===== src/ccr_pkg.sv =====
// Constants and types shared by the charger control register bank
//
// Operation
// - Ship action waits 10 s when delay bit is 0, acts at once when 1.
// - Ship action code: 0 idle, 1 shutdown, 2 ship mode, 3 power reset.
// - Master disable holds both input gate-driver enables at 0.
// - Reverse output enable; cleared by register reset and watchdog expiry.
// - Pulse-frequency disables; reverse one also cleared by watchdog expiry.
// - Wake pin low for 1 s (bit 0) or 15 ms (bit 1) leaves ship mode.
// - Precharge linear disable bit; cleared by watchdog or register reset.
// - Out-of-audio disables; reverse one also cleared by watchdog expiry.
// - Control register three resets to all zeros.
// - Gate enables switch drivers; absent FET pair at power-on locks bit 0.
// - Frequency bit 0 is 1.5 MHz, 1 is 750 kHz; reset value from strap.
// - Status output disable bit; cleared by watchdog or register reset.
// - System short protect disable bit; 0 keeps hiccup protection on.
// - Reverse undervoltage protect disable bit; 0 keeps protection on.
// - Forced limit detect accepts 1 only when battery above minimum.
// - Detection stops switching, measures, updates limit, clears trigger.
// - Input overcurrent enable resets to 1; writing 0 disables it.
// - Watchdog period field: off, 0.5,1,2,20,40,80,160 s; host must service.
// - Writing kick restarts the watchdog; kick bit returns to 0 itself.
package ccr_pkg;

    // ==========================================================
    // Register offsets and reset values
    localparam logic [7:0] CCR_OFS_CTRL1 = 8'h10;
    localparam logic [7:0] CCR_OFS_CTRL2 = 8'h11;
    localparam logic [7:0] CCR_OFS_CTRL3 = 8'h12;
    localparam logic [7:0] CCR_OFS_CTRL4 = 8'h13;
    localparam logic [7:0] CCR_RST_CTRL1 = 8'h05;
    localparam logic [7:0] CCR_RST_CTRL2 = 8'h00;
    localparam logic [7:0] CCR_RST_CTRL3 = 8'h00;
    localparam logic [7:0] CCR_RST_CTRL4 = 8'h01;
    // Bits cleared by watchdog expiry
    localparam logic [7:0] CCR_WD_CTRL3  = 8'h66;
    localparam logic [7:0] CCR_WD_CTRL4  = 8'h10;

    // ==========================================================
    // Field positions
    localparam int C1_KICK = 3;
    localparam int C1_WD_HI = 2;
    localparam int C2_SHIP_HI = 2;
    localparam int C2_SHIP_LO = 1;
    localparam int C2_NO_DELAY = 0;
    localparam int C3_MASTER = 7;
    localparam int C3_REV_EN = 6;
    localparam int C3_REV_PFM = 5;
    localparam int C3_FWD_PFM = 4;
    localparam int C3_WAKE_SEL = 3;
    localparam int C3_LIN_DIS = 2;
    localparam int C3_REV_OOA = 1;
    localparam int C3_FWD_OOA = 0;
    localparam int C4_FET2 = 7;
    localparam int C4_FET1 = 6;
    localparam int C4_FREQ = 5;
    localparam int C4_STAT = 4;
    localparam int C4_SYS = 3;
    localparam int C4_UV = 2;
    localparam int C4_DET = 1;
    localparam int C4_OCP = 0;

    // ==========================================================
    // Ship action codes
    localparam logic [1:0] SHIP_IDLE = 2'h0;
    localparam logic [1:0] SHIP_SHUTDOWN = 2'h1;
    localparam logic [1:0] SHIP_SHIP = 2'h2;
    localparam logic [1:0] SHIP_RESET = 2'h3;

    // ==========================================================
    // Timing
    localparam int CLK_HZ = 50_000_000;
    localparam int MS_PER_S = 1000;
    localparam int CYC_PER_MS = CLK_HZ / MS_PER_S;
    localparam int SHIP_DELAY_S = 10;
    localparam int SHIP_DELAY_MS = SHIP_DELAY_S * MS_PER_S;
    localparam int WAKE_LONG_S = 1;
    localparam int WAKE_LONG_MS = WAKE_LONG_S * MS_PER_S;
    localparam int WAKE_SHORT_MS = 15;
    localparam int T_W = 18;

    typedef enum logic [0:0] {SH_IDLE, SH_WAIT} ccr_ship_t;
    typedef enum logic [0:0] {DT_IDLE, DT_WAIT} ccr_det_t;

    // Watchdog period in ms, zero meaning disabled
    function automatic logic [T_W-1:0] ccr_wd_ms(input logic [2:0] sel);
        case (sel)
            3'h1: ccr_wd_ms = 18'h001F4;
            3'h2: ccr_wd_ms = 18'h003E8;
            3'h3: ccr_wd_ms = 18'h007D0;
            3'h4: ccr_wd_ms = 18'h04E20;
            3'h5: ccr_wd_ms = 18'h09C40;
            3'h6: ccr_wd_ms = 18'h13880;
            3'h7: ccr_wd_ms = 18'h27100;
            default: ccr_wd_ms = 18'h00000;
        endcase
    endfunction : ccr_wd_ms

endpackage : ccr_pkg


===== src/ccr_tick.sv =====
// Millisecond tick generator for the charger control register bank
`timescale 1ns/1ns
module ccr_tick #(
    parameter int unsigned CYC = 50000
) (
    input  wire logic clock_i,
    input  wire logic sys_rst_i,
    input  wire logic ce_i,
    output logic      tick_o
);
    logic [15:0] cnt;

    // ==========================================================
    // Divider; one-cycle pulse every CYC enabled cycles
    always_ff @(posedge clock_i)
    begin
        if (sys_rst_i)
        begin
            cnt    <= 16'h0000;
            tick_o <= 1'b0;
        end
        else if (ce_i)
        begin
            tick_o <= (cnt == 16'(CYC - 1));
            if (cnt == 16'(CYC - 1))
                cnt <= 16'h0000;
            else
                cnt <= cnt + 16'h0001;
        end
    end
endmodule : ccr_tick


===== src/ccr_bank.sv =====
// Charger control register bank with its timers and detection sequencer
`timescale 1ns/1ns
module ccr_bank #(
    parameter int unsigned CYC_MS = ccr_pkg::CYC_PER_MS
) (
    input  wire logic       clock_i,
    input  wire logic       sys_rst_i,
    input  wire logic       ce_i,
    input  wire logic       reg_reset_i,
    input  wire logic [7:0] reg_addr_i,
    input  wire logic       reg_wr_i,
    input  wire logic [7:0] reg_wdata_i,
    input  wire logic       reg_rd_i,
    output logic      [7:0] reg_rdata_o,
    input  wire logic       programming_strap_pin_i,
    input  wire logic       fet1_present_i,
    input  wire logic       fet2_present_i,
    input  wire logic       vbat_above_min_i,
    input  wire logic       adc_done_i,
    input  wire logic [7:0] adc_data_i,
    input  wire logic       wake_pin_i,
    output logic            reverse_output_enable_o,
    output logic            reverse_pulse_freq_disable_o,
    output logic            forward_pulse_freq_disable_o,
    output logic            wake_hold_time_select_o,
    output logic            precharge_linear_disable_o,
    output logic            reverse_out_of_audio_disable_o,
    output logic            forward_out_of_audio_disable_o,
    output logic            input_fet1_gate_enable_o,
    output logic            input_fet2_gate_enable_o,
    output logic            switching_frequency_select_o,
    output logic            status_output_disable_o,
    output logic            system_short_protect_disable_o,
    output logic            reverse_undervoltage_protect_disable_o,
    output logic            input_overcurrent_enable_o,
    output logic            switching_stop_o,
    output logic            adc_start_o,
    output logic            limit_update_o,
    output logic      [7:0] input_voltage_limit_o,
    output logic            enter_shutdown_o,
    output logic            enter_ship_mode_o,
    output logic            system_reset_o,
    output logic            wake_exit_o,
    output logic            watchdog_expired_o
);
    import ccr_pkg::*;

    logic [7:0]     ctrl1;
    logic [7:0]     ctrl2;
    logic [7:0]     ctrl3;
    logic [7:0]     ctrl4;
    logic           tick;
    logic           wr1;
    logic           wr2;
    logic           wr3;
    logic           wr4;
    logic           wd_exp;
    logic           next_master;
    logic [1:0]     present;
    logic [1:0]     lock;
    logic           fet1_present_q;
    logic           fet2_present_q;
    logic           init_pend;
    logic [T_W-1:0] wd_cnt;
    logic [T_W-1:0] sh_cnt;
    logic [T_W-1:0] wk_cnt;
    logic [T_W-1:0] wk_need;
    logic [T_W-1:0] wd_need;
    ccr_ship_t      sh_state;
    ccr_det_t       dt_state;
    logic           det_done;
    logic [1:0]     ship_code;

    // ==========================================================
    // Time base
    ccr_tick #(
        .CYC       (CYC_MS)
    ) u_tick (
        .clock_i   (clock_i),
        .sys_rst_i (sys_rst_i),
        .ce_i      (ce_i),
        .tick_o    (tick)
    );

    // ==========================================================
    // Address decode
    function automatic logic hit(input logic [7:0] a,
                                 input logic [7:0] ofs);
        hit = (a == ofs);
    endfunction : hit

    // Write strobes; all state is frozen while ce_i is low
    assign wr1 = ce_i & reg_wr_i & hit(reg_addr_i, CCR_OFS_CTRL1);
    assign wr2 = ce_i & reg_wr_i & hit(reg_addr_i, CCR_OFS_CTRL2);
    assign wr3 = ce_i & reg_wr_i & hit(reg_addr_i, CCR_OFS_CTRL3);
    assign wr4 = ce_i & reg_wr_i & hit(reg_addr_i, CCR_OFS_CTRL4);

    // Master disable as it will stand after this edge, so a gate bit is
    // never seen high in the cycle the master goes high
    assign next_master = reg_reset_i ? 1'b0 :
                         wr3 ? reg_wdata_i[C3_MASTER] : ctrl3[C3_MASTER];

    // Per-driver lock: master override or pair found absent
    assign present = {fet2_present_q, fet1_present_q};
    genvar g;
    generate
        for (g = 0; g < 2; g++)
        begin : g_lock
            assign lock[g] = next_master | ~present[g];
        end
    endgenerate

    // ==========================================================
    // Power-on capture of strap and FET presence, one cycle after reset
    always_ff @(posedge clock_i)
    begin
        if (sys_rst_i)
        begin
            init_pend      <= 1'b1;
            fet1_present_q <= 1'b0;
            fet2_present_q <= 1'b0;
        end
        else if (ce_i && init_pend)
        begin
            init_pend      <= 1'b0;
            fet1_present_q <= fet1_present_i;
            fet2_present_q <= fet2_present_i;
        end
    end

    // ==========================================================
    // Watchdog control register: period and self-clearing kick
    always_ff @(posedge clock_i)
    begin
        if (sys_rst_i)
            ctrl1 <= CCR_RST_CTRL1;
        else if (ce_i)
        begin
            if (reg_reset_i)
                ctrl1 <= CCR_RST_CTRL1;
            else if (wr1)
                ctrl1 <= {4'h0, reg_wdata_i[3:0]};
            else if (ctrl1[C1_KICK] || wd_exp)
                ctrl1[C1_KICK] <= 1'b0;
        end
    end

    // Watchdog counter in ms; a kick restarts it
    assign wd_need = ccr_wd_ms(ctrl1[C1_WD_HI:0]);
    assign wd_exp  = tick && (wd_need != 18'h00000)
                     && (wd_cnt >= wd_need - 18'h00001);
    always_ff @(posedge clock_i)
    begin
        if (sys_rst_i)
        begin
            wd_cnt             <= 18'h00000;
            watchdog_expired_o <= 1'b0;
        end
        else if (ce_i)
        begin
            watchdog_expired_o <= wd_exp;
            if (ctrl1[C1_KICK] || wd_exp || wd_need == 18'h00000)
                wd_cnt <= 18'h00000;
            else if (tick)
                wd_cnt <= wd_cnt + 18'h00001;
        end
    end

    // ==========================================================
    // Ship action register and sequencer
    always_ff @(posedge clock_i)
    begin
        if (sys_rst_i)
            ctrl2 <= CCR_RST_CTRL2;
        else if (ce_i)
        begin
            if (reg_reset_i)
                ctrl2 <= CCR_RST_CTRL2;
            else if (wr2)
                ctrl2 <= {5'h00, reg_wdata_i[2:0]};
            else if (enter_shutdown_o | enter_ship_mode_o | system_reset_o)
                ctrl2[C2_SHIP_HI:C2_SHIP_LO] <= SHIP_IDLE;
        end
    end

    assign ship_code = ctrl2[C2_SHIP_HI:C2_SHIP_LO];

    // Fires the action once; clearing the field during the wait cancels
    logic fire;
    assign fire = (ship_code != SHIP_IDLE) && !enter_shutdown_o
                  && !enter_ship_mode_o && !system_reset_o
                  && ((sh_state == SH_IDLE && ctrl2[C2_NO_DELAY])
                  || (sh_state == SH_WAIT && tick
                  && sh_cnt == T_W'(SHIP_DELAY_MS)));
    always_ff @(posedge clock_i)
    begin
        if (sys_rst_i)
        begin
            sh_state          <= SH_IDLE;
            sh_cnt            <= 18'h00000;
            enter_shutdown_o  <= 1'b0;
            enter_ship_mode_o <= 1'b0;
            system_reset_o    <= 1'b0;
        end
        else if (ce_i)
        begin
            enter_shutdown_o  <= fire && ship_code == SHIP_SHUTDOWN;
            enter_ship_mode_o <= fire && ship_code == SHIP_SHIP;
            system_reset_o    <= fire && ship_code == SHIP_RESET;
            case (sh_state)
                SH_IDLE:
                begin
                    sh_cnt <= 18'h00000;
                    if (ship_code != SHIP_IDLE && !ctrl2[C2_NO_DELAY]
                        && !fire && !enter_shutdown_o
                        && !enter_ship_mode_o && !system_reset_o)
                        sh_state <= SH_WAIT;
                end
                SH_WAIT:
                begin
                    if (ship_code == SHIP_IDLE || fire)
                        sh_state <= SH_IDLE;
                    else if (tick)
                        sh_cnt <= sh_cnt + 18'h00001;
                end
                default: sh_state <= SH_IDLE;
            endcase
        end
    end

    // ==========================================================
    // Control register three
    always_ff @(posedge clock_i)
    begin
        if (sys_rst_i)
            ctrl3 <= CCR_RST_CTRL3;
        else if (ce_i)
        begin
            if (reg_reset_i)
                ctrl3 <= CCR_RST_CTRL3;
            else if (wd_exp)
                // Expiry wins only on its own bits; the master stays coherent
                ctrl3 <= (wr3 ? reg_wdata_i : ctrl3) & ~CCR_WD_CTRL3;
            else if (wr3)
                ctrl3 <= reg_wdata_i;
        end
    end

    // ==========================================================
    // Control register four; locked gates store 0, never a pending 1
    always_ff @(posedge clock_i)
    begin
        if (sys_rst_i)
            ctrl4 <= CCR_RST_CTRL4;
        else if (ce_i)
        begin
            if (init_pend)
                ctrl4[C4_FREQ] <= programming_strap_pin_i;
            if (reg_reset_i)
                ctrl4 <= {1'b0, 1'b0, ctrl4[C4_FREQ], 5'h01};
            else
            begin
                if (wr4)
                begin
                    ctrl4[C4_FREQ] <= reg_wdata_i[C4_FREQ];
                    ctrl4[C4_SYS]  <= reg_wdata_i[C4_SYS];
                    ctrl4[C4_UV]   <= reg_wdata_i[C4_UV];
                    ctrl4[C4_OCP]  <= reg_wdata_i[C4_OCP];
                    ctrl4[C4_STAT] <= reg_wdata_i[C4_STAT];
                end
                if (wd_exp)
                    ctrl4[C4_STAT] <= 1'b0;
                // Gate enables: write masked by lock, lock also clears
                if (lock[1])
                    ctrl4[C4_FET2] <= 1'b0;
                else if (wr4)
                    ctrl4[C4_FET2] <= reg_wdata_i[C4_FET2];
                if (lock[0])
                    ctrl4[C4_FET1] <= 1'b0;
                else if (wr4)
                    ctrl4[C4_FET1] <= reg_wdata_i[C4_FET1];
                // Trigger: software set wins over sequencer clear
                if (wr4 && reg_wdata_i[C4_DET] && vbat_above_min_i)
                    ctrl4[C4_DET] <= 1'b1;
                else if (det_done)
                    ctrl4[C4_DET] <= 1'b0;
            end
        end
    end

    // ==========================================================
    // Forced input-limit detection: stop, measure, update, clear
    assign det_done = (dt_state == DT_WAIT) && adc_done_i;
    always_ff @(posedge clock_i)
    begin
        if (sys_rst_i)
        begin
            dt_state              <= DT_IDLE;
            switching_stop_o      <= 1'b0;
            adc_start_o           <= 1'b0;
            limit_update_o        <= 1'b0;
            input_voltage_limit_o <= 8'h00;
        end
        else if (ce_i)
        begin
            adc_start_o    <= 1'b0;
            limit_update_o <= 1'b0;
            case (dt_state)
                DT_IDLE:
                    if (ctrl4[C4_DET] && !reg_reset_i)
                    begin
                        dt_state         <= DT_WAIT;
                        switching_stop_o <= 1'b1;
                        adc_start_o      <= 1'b1;
                    end
                DT_WAIT:
                    if (adc_done_i)
                    begin
                        dt_state              <= DT_IDLE;
                        switching_stop_o      <= 1'b0;
                        limit_update_o        <= 1'b1;
                        input_voltage_limit_o <= adc_data_i;
                    end
                default: dt_state <= DT_IDLE;
            endcase
        end
    end

    // ==========================================================
    // Wake detector; one extra tick so the hold is never shorter
    assign wk_need = ctrl3[C3_WAKE_SEL] ? T_W'(WAKE_SHORT_MS)
                                        : T_W'(WAKE_LONG_MS);
    always_ff @(posedge clock_i)
    begin
        if (sys_rst_i)
        begin
            wk_cnt      <= 18'h00000;
            wake_exit_o <= 1'b0;
        end
        else if (ce_i)
        begin
            wake_exit_o <= !wake_pin_i && tick && wk_cnt == wk_need;
            if (wake_pin_i)
                wk_cnt <= 18'h00000;
            else if (tick && wk_cnt <= wk_need)
                wk_cnt <= wk_cnt + 18'h00001;
        end
    end

    // ==========================================================
    // Read port, registered; unmapped offsets read 0
    always_ff @(posedge clock_i)
    begin
        if (sys_rst_i)
            reg_rdata_o <= 8'h00;
        else if (ce_i && reg_rd_i)
        begin
            if (hit(reg_addr_i, CCR_OFS_CTRL1))
                reg_rdata_o <= ctrl1;
            else if (hit(reg_addr_i, CCR_OFS_CTRL2))
                reg_rdata_o <= ctrl2;
            else if (hit(reg_addr_i, CCR_OFS_CTRL3))
                reg_rdata_o <= ctrl3;
            else if (hit(reg_addr_i, CCR_OFS_CTRL4))
                reg_rdata_o <= ctrl4;
            else
                reg_rdata_o <= 8'h00;
        end
    end

    // Field outputs straight from register flops
    assign reverse_output_enable_o = ctrl3[C3_REV_EN];
    assign reverse_pulse_freq_disable_o = ctrl3[C3_REV_PFM];
    assign forward_pulse_freq_disable_o = ctrl3[C3_FWD_PFM];
    assign wake_hold_time_select_o = ctrl3[C3_WAKE_SEL];
    assign precharge_linear_disable_o = ctrl3[C3_LIN_DIS];
    assign reverse_out_of_audio_disable_o = ctrl3[C3_REV_OOA];
    assign forward_out_of_audio_disable_o = ctrl3[C3_FWD_OOA];
    assign input_fet1_gate_enable_o = ctrl4[C4_FET1];
    assign input_fet2_gate_enable_o = ctrl4[C4_FET2];
    assign switching_frequency_select_o = ctrl4[C4_FREQ];
    assign status_output_disable_o = ctrl4[C4_STAT];
    assign system_short_protect_disable_o = ctrl4[C4_SYS];
    assign reverse_undervoltage_protect_disable_o = ctrl4[C4_UV];
    assign input_overcurrent_enable_o = ctrl4[C4_OCP];
endmodule : ccr_bank


===== config.mk =====
export PLATFORM = sky130hd
export DESIGN_NAME = ccr_bank
export DESIGN_NICKNAME = d
export VERILOG_FILES = /design/src/ccr_pkg.sv /design/src/ccr_tick.sv /design/src/ccr_bank.sv
export SDC_FILE = /design/constraint.sdc
export NUM_CORES = 1
export LEC_CHECK = 0
export BUFFER_PORTS_ARGS = -buffer_cell sky130_fd_sc_hd__buf_4
export CAP_MARGIN = 30
export CORE_ASPECT_RATIO = 1.4
export CORE_MARGIN = 2
export CORE_UTILIZATION = 59
export DETAILED_ROUTE_END_ITERATION = 16
export GPL_ROUTABILITY_DRIVEN = 0
export PLACE_DENSITY_LB_ADDON = 0.15
export SLEW_MARGIN = 20
export SYNTH_ARGS = -nofsm -noshare
export SYNTH_HDL_FRONTEND = slang
export SYNTH_SLANG_ARGS = --single-unit

===== constraint.sdc =====
create_clock -name clock_i -period 4.4 [get_ports clock_i]
set_clock_uncertainty 0.05 [all_clocks]
set_input_delay 0.44 -clock clock_i [delete_from_list [all_inputs] [get_ports clock_i]]
set_output_delay 0.44 -clock clock_i [all_outputs]
set_load 0.02 [all_outputs]

==> results.ini, run 1 <==
[timing]
finalHoldViolations = 0
clock.fmax_mhz = 277
worst_pin_slew_ns = 0.840
finalMaxSlewViolations = 0
slew_headroom = 0.435
period_share = 0.821
setup_viol = 0
fin_tns_setup_ns = 0
rsz0062_at_grt = no
fin_crit_ns = 3.61

[synth]
yosysWarnings = 0
synth_xor_xnor_area_share = 0.0404
synth-simple-area-share = 0.293
synth_edf_count = 0
synthAdderAreaFrac = 0.0616
netlist_instances = 782
avgSynthCellArea_um2 = 8.05
synth_top_family_by_area = simple AND/OR/NAND/NOR gates
ys.flop_type = dfxtp_1
synth.area.mux_share = 0.0193
synth_cell_types = 62
ys_seq_elements = 123
synth_compound_area_frac = 0.163
synth-seq-area-share = 0.391
synth-async-reset-ratio = 0
syn_nets = 849
netlist_area_um2 = 6290

[layout]
num-fill-cells = 841
area_delta_synth_final_pct = 18.9
num_antenna_cells = 0
fin_nets = 910
final_util = 0.719
final_layout_size_suffix_gt1_frac = 0.133

[worst_setup_path]
start_kind = flop
cp_data_arrival_time_ns = 3.87
endpoint_kind = flop
r2r_setup_slack_ns = 0.79
path_class = reg -> reg
path_max_fanout = 16
required_ns = 4.66

[floorplanning]
fp.coreArea_um2 = 10400
die_w_um = 91.3
placementRows = 44
pin_count = 74
die_h_um = 126
start_util = 0.605
fp.dieArea_um2 = 11500

[grt]
grt_pass1_vias = 6002
track_usage = 0.292
grt_remaining_overflow = 0
grt_pass1_wl_um = 27600
antenna_found_initial = 0
grt_max_degree = 56

[detailed_routing]
drtIter0Drc = 436
routed-via-count = 6130
first_pass_iters = 8
drcViolationCount = 0
ant_nets = 0
wire_per_inst_um = 16.7
routed_via_density = 6.17
wl_um = 16600

[status]
status = complete, no violations

[clock_network]
cts_tree = built
postCtsHoldBufs = 0
cts_made_buffers = 17
insertion_delay_ns = 0.42
cts-root-buf = clkbuf_16
htree_levels = 4
clock_sinks = 123
post_cts_buffers = 0
clockBufferDepth = 2
cts_resized = 0
path_clk_slew_ns = 0.06

[pwr]
p_leak_nw = 2.95
power_density_nw_per_um2 = 350
peakVddDrop_uv = 261

[placement]
port_buffers = 73
dp_hpwl_um = 11800

[hold_path]
hold_class = in -> reg

[run]
maxCapViolations = 0

path summary, 6_finish.rpt:
kind	start	end	cells past startpoint
worst max-delay path	ctrl1[2]	wd_cnt[17]	12
worst min-delay path	adc_data_i[0]	input_voltage_limit_o[0]	3
worst max register to register	ctrl1[2]	wd_cnt[17]	12
worst min register to register	input_voltage_limit_o[5]	input_voltage_limit_o[5]	2
layout make-up:
type	count	area [um^2]	area share
clock buffer	19	453	0.0605
sequential	123	2460	0.329
tap	138	173	0.0231
clock inverter	13	129	0.0172
multi-input combinational	607	3630	0.486
inverter	20	75.1	0.0100
timing repair buffer	74	556	0.0742
per-stage QoR:
| stage | cells | hold slack (ns) | cell area [um^2] | total power, W | worst slack (ns) |
|---|---|---|---|---|---|
| after floorplan | 782 | 0.380 | 6290 | 0.00122 | 1.32 |
| after global placement | 961 | 0.393 | 6890 | 0.00127 | 1.12 |
| after detailed placement | 961 | 0.397 | 6890 | 0.00127 | 0.849 |
| after CTS | 993 | 0.214 | 7470 | 0.00262 | 0.846 |
| after global routing | 994 | 0.219 | 7480 | 0.00268 | 0.486 |
| final | 994 | 0.217 | 7480 | 0.00262 | 0.788 |
state kept, by name, summed over array words and instances, names as in the netlist, 3 cells and up:
signal	cells
ctrl2	3
ctrl4	8
u_tick.cnt	16
wd_cnt	18
input_voltage_limit_o	8
wk_cnt	18
ctrl3	8
reg_rdata_o	8
ctrl1	4
sh_cnt	18
cells by family (layout without fill, tap and decap cells):
group,Yosys count,in the layout
AOI/OAI and AO/OA,165,165
muxes,12,12
DFF,123,123
xor gates and xnor gates,29,29
buffers and inverters,52,126
and+or+nand+nor,370,370
adders and majority gates,31,31
per-layer routing:
metal  track usage  share of wire  vias to the layer above
li1              -              -                     2949
met1         0.327           0.39                     2910
met2         0.527           0.52                      222
met3        0.0544          0.052                       49
met4         0.143          0.034                        0
met5             0              0                        -
power by group:
group	internal [W]	switching [W]
logic	0.0000440	0.0000754
clock network	0.000820	0.000546
registers	0.00112	0.00000861
total	0.00199	0.000630
cells in the mapped netlist (all sizes together) (15+ instances only):
| cell | instances | area (um^2) |
|---|---|---|
| nor3 | 26 | 130 |
| nand3 | 40 | 200 |
| ha | 31 | 388 |
| nand4 | 15 | 93.8 |
| inv | 20 | 75.1 |
| dfxtp | 123 | 2460 |
| or3 | 18 | 113 |
| and3 | 17 | 106 |
| nor2 | 92 | 345 |
| o21ai | 32 | 160 |
| xor2 | 17 | 149 |
| nand2 | 94 | 353 |
| clkbuf | 28 | 105 |
| a21oi | 65 | 325 |
critical path, stage by stage (launching register included):
cell      delay [ns]
dfxtp_1         0.65
nor2b_1         0.19
nand2_1         0.14
ha_1            0.21
nor3b_1         0.20
a21oi_1         0.08
ha_1            0.31
nand2_1         0.07
nor4_1          0.58
o211ai_1        0.21
nand3_1         0.42
nor4_1          0.12
a211o_1         0.27
cell usage in the layout, fill, tap and decap left out, types with 10 or more instances in the layout:
cell       netlist  routed
xnor2_1         12      12
o21ai_1         13      13
clkbuf_16        0      17
dfxtp_1        123     123
buf_4            0      74
a21oi_1         65      65
inv_1           20      20
nand3_1         40      40
xor2_1          17      17
and2_1          10      10
mux2i_1         11      11
o21ai_0         19      19
nor3_1          26      26
nand4_1         15      15
nand2_1         94      94
or3_1           18      18
and3_1          17      17
ha_1            31      31
nor2_1          92      92
No activity file was read; power rests on OpenSTA's default activity.
==> run 2, diff against run 1 <==
--- a/config.mk
+++ b/config.mk
@@ -9,7 +9,7 @@
 export CAP_MARGIN = 30
 export CORE_ASPECT_RATIO = 1.4
 export CORE_MARGIN = 2
-export CORE_UTILIZATION = 59
+export CORE_UTILIZATION = 53
 export DETAILED_ROUTE_END_ITERATION = 16
 export GPL_ROUTABILITY_DRIVEN = 0
 export PLACE_DENSITY_LB_ADDON = 0.15
==> constraint.sdc (replaced) <==
create_clock -name clock_i -period 3.2 [get_ports clock_i]
set_clock_uncertainty 0.05 [all_clocks]
set_input_delay 0.32 -clock clock_i [delete_from_list [all_inputs] [get_ports clock_i]]
set_output_delay 0.32 -clock clock_i [all_outputs]
set_load 0.02 [all_outputs]
==> run 2 against run 1 <==
Via count shrank 2.3%. Critical path depth shrank 1. First-iteration DRC count fell by 14%. Highest routed layer unchanged.
==> results.ini, run 2 (synthesized netlist as in run 1, its figures left out) <==
[grt]
antenna_found_initial = 0  ; unchanged
use_met3 = 0.0421  ; -0.0123
grt_remaining_overflow = 0  ; unchanged
grt_pass1_wl_um = 27000  ; -2.3%
use_met2 = 0.457  ; -0.0704
grt_pass1_vias = 5675  ; -5.4%
met1_usage = 0.320  ; -0.00691
busiest_layer = met2
track_usage = 0.264  ; -0.0285
grt_max_degree = 54  ; -3.6%

[detailed_routing]
wl_um = 16200  ; -2.1%
first_pass_iters = 4  ; -4
wire_per_inst_um = 16.0  ; -3.9%
ant_nets = 0  ; unchanged
routed_via_density = 5.91  ; -4.1%
drtIter0Drc = 374  ; -14%
routed-via-count = 5991  ; -2.3%
drcViolationCount = 0  ; unchanged

[timing]
finalMaxSlewViolations = 0  ; unchanged
period_share = 0.914  ; +0.0930
clock.fmax_mhz = 342  ; +24%
hold_ws_ns = 0.105  ; -0.112 ns
fin_tns_setup_ns = 0  ; unchanged
worst_pin_slew_ns = 0.743  ; -0.0969 ns
slew_headroom = 0.501  ; +0.0665
rsz0062_at_grt = no
fin_crit_ns = 2.92  ; -0.688 ns
finalHoldViolations = 0  ; unchanged
setup_viol = 0  ; unchanged

[worst_setup_path]
slowest_stage = or4_1
crit_buf_inv = 1  ; +1
required_ns = 3.50  ; -1.16 ns
critical-path-top-delay-family = simple AND/OR/NAND/NOR gates
crit_chain = buf_4, or2_2, nor3b_1, a21oi_1, ha_1, nand2_1, o21ai_1, a22o_1, or4_1, nor4_1, a31o_1
slowest_delay_ns = 0.57  ; -0.08 ns
endpoint_kind = flop
path_class = reg -> reg
start_kind = flop
cp_data_arrival_time_ns = 3.23  ; -0.64 ns
crit_start = ctrl1[1]
path_max_fanout = 9  ; -7
r2r-start = ctrl1[1]
cp.depth = 11  ; -1
rr_worst_depth = 11  ; -1

[clock_network]
path_clk_slew_ns = 0.06  ; about the same
clockBufferDepth = 2  ; unchanged
htree_levels = 4  ; unchanged
cts-root-buf = clkbuf_16
cts_made_buffers = 17  ; unchanged
cts_tree = built
clock_sinks = 123  ; unchanged
insertion_delay_ns = 0.41  ; about the same

[layout]
final_common_cell = dfxtp_1
area_delta_synth_final_pct = 21.4
fin_nets = 920  ; +1.1%
final_area_um2 = 7640  ; +2.1%
num_antenna_cells = 0  ; unchanged
fin_cells = 1013  ; +1.9%
final_layout_size_suffix_gt1_frac = 0.151  ; +0.0181
final_cell_mix = 120 x dfxtp_1, 94 x nand2_1, 92 x nor2_1
num-fill-cells = 995  ; +18%
reg_top3 = sh_cnt (18), wd_cnt (18), wk_cnt (18)

[pwr]
p_int_w = 0.00288  ; +45%
p_comb_frac = 0.044  ; -0.002
power_density_nw_per_um2 = 487  ; +39%
p_leak_nw = 3.00  ; +1.9%
power.net_switching_w = 0.000843  ; +34%
pwr-share-seq = 0.418  ; -0.014
finalPower_w = 0.00372  ; +42%
clkPwrFrac = 0.538  ; +0.016
peakVddDrop_uv = 262  ; +0.47%
switching_share = 0.226  ; -0.0142

[floorplanning]
die_w_um = 96.1  ; +5.3%
start_util = 0.538  ; -0.0671
die_h_um = 133  ; +5.3%
pin_count = 74  ; unchanged
placementRows = 47  ; +6.8%
fp.coreArea_um2 = 11700  ; +12%
fp.dieArea_um2 = 12800  ; +11%

[placement]
placed_area_um2 = 6970  ; +1.1%
dp_hpwl_um = 11700  ; -0.83%
dp_cells = 979  ; +1.9%
port_buffers = 73  ; unchanged

[hold_path]
worstHoldStart = adc_data_i[7]
hold_class = in -> reg
min_path_cells = 3  ; unchanged

[run]
maxCapViolations = 0  ; unchanged

[status]
status = complete, no violations

run 2: cell count changes in the layout (fill, tap and decap cells not counted), sizes merged:
cell,delta
buf,+10
clkinv,-1
inv,-4
clkinvlp,+2
clkbuf,+1
bufinv,+2
run 2: per-stage QoR:
step,worst slack [ns],util
6_report,0.276,0.653
5_1_grt,0.0193,0.653
4_1_cts,0.0811,0.649
3_5_place_dp,0.0415,0.596
3_3_place_gp,0.235,0.596
2_1_floorplan,0.118,-
run 2: worst paths after layout:
| path | to | slack (ns) |
|---|---|---|
| min | input_voltage_limit_o[7] | 0.11 |
| max | wd_cnt[0] | 0.28 |
| min reg2reg | fet2_present_q | 0.40 |
| max reg2reg | wd_cnt[0] | 0.28 |
run 2: power groups by stage:
stage	clock network, W	logic [W]	registers, W
after floorplan	0	0.0000849	0.00159
final	0.00200	0.000164	0.00156
after CTS	0.00203	0.000165	0.00156
after detailed placement	0	0.000165	0.00159
after global placement	0	0.000161	0.00159
after global routing	0.00209	0.000181	0.00156
run 2: cell type report:
cell class / count / area (um^2) / area share
inverter: 20 / 75.1 / 0.00983
clock inverter: 12 / 161 / 0.0211
tap: 147 / 184 / 0.0241
sequential: 123 / 2470 / 0.323
timing repair buffer: 84 / 631 / 0.0826
clock buffer: 20 / 457 / 0.0598
multi-input combinational: 607 / 3660 / 0.480
run 2: layer usage:
layer / vias to the layer above / part of all wire / wire (um)
li1: 2961 / - / -
met1: 2859 / 0.42 / 6860
met2: 142 / 0.52 / 8450
met3: 29 / 0.036 / 587
met4: 0 / 0.022 / 350
met5: - / 0 / 0
run 2: repair_timing:
action / 4_1_cts / 5_1_grt
hold buffers: 0 / 0
buffers inserted: 0 / 1
resized for setup: 1 / 9
setup endpoints to repair: 2 / 18
run 2: worst min-delay path, stage by stage:
cell and delay [ns]:
buf_4 0.11, nand2_1 0.04, a21oi_1 0.05
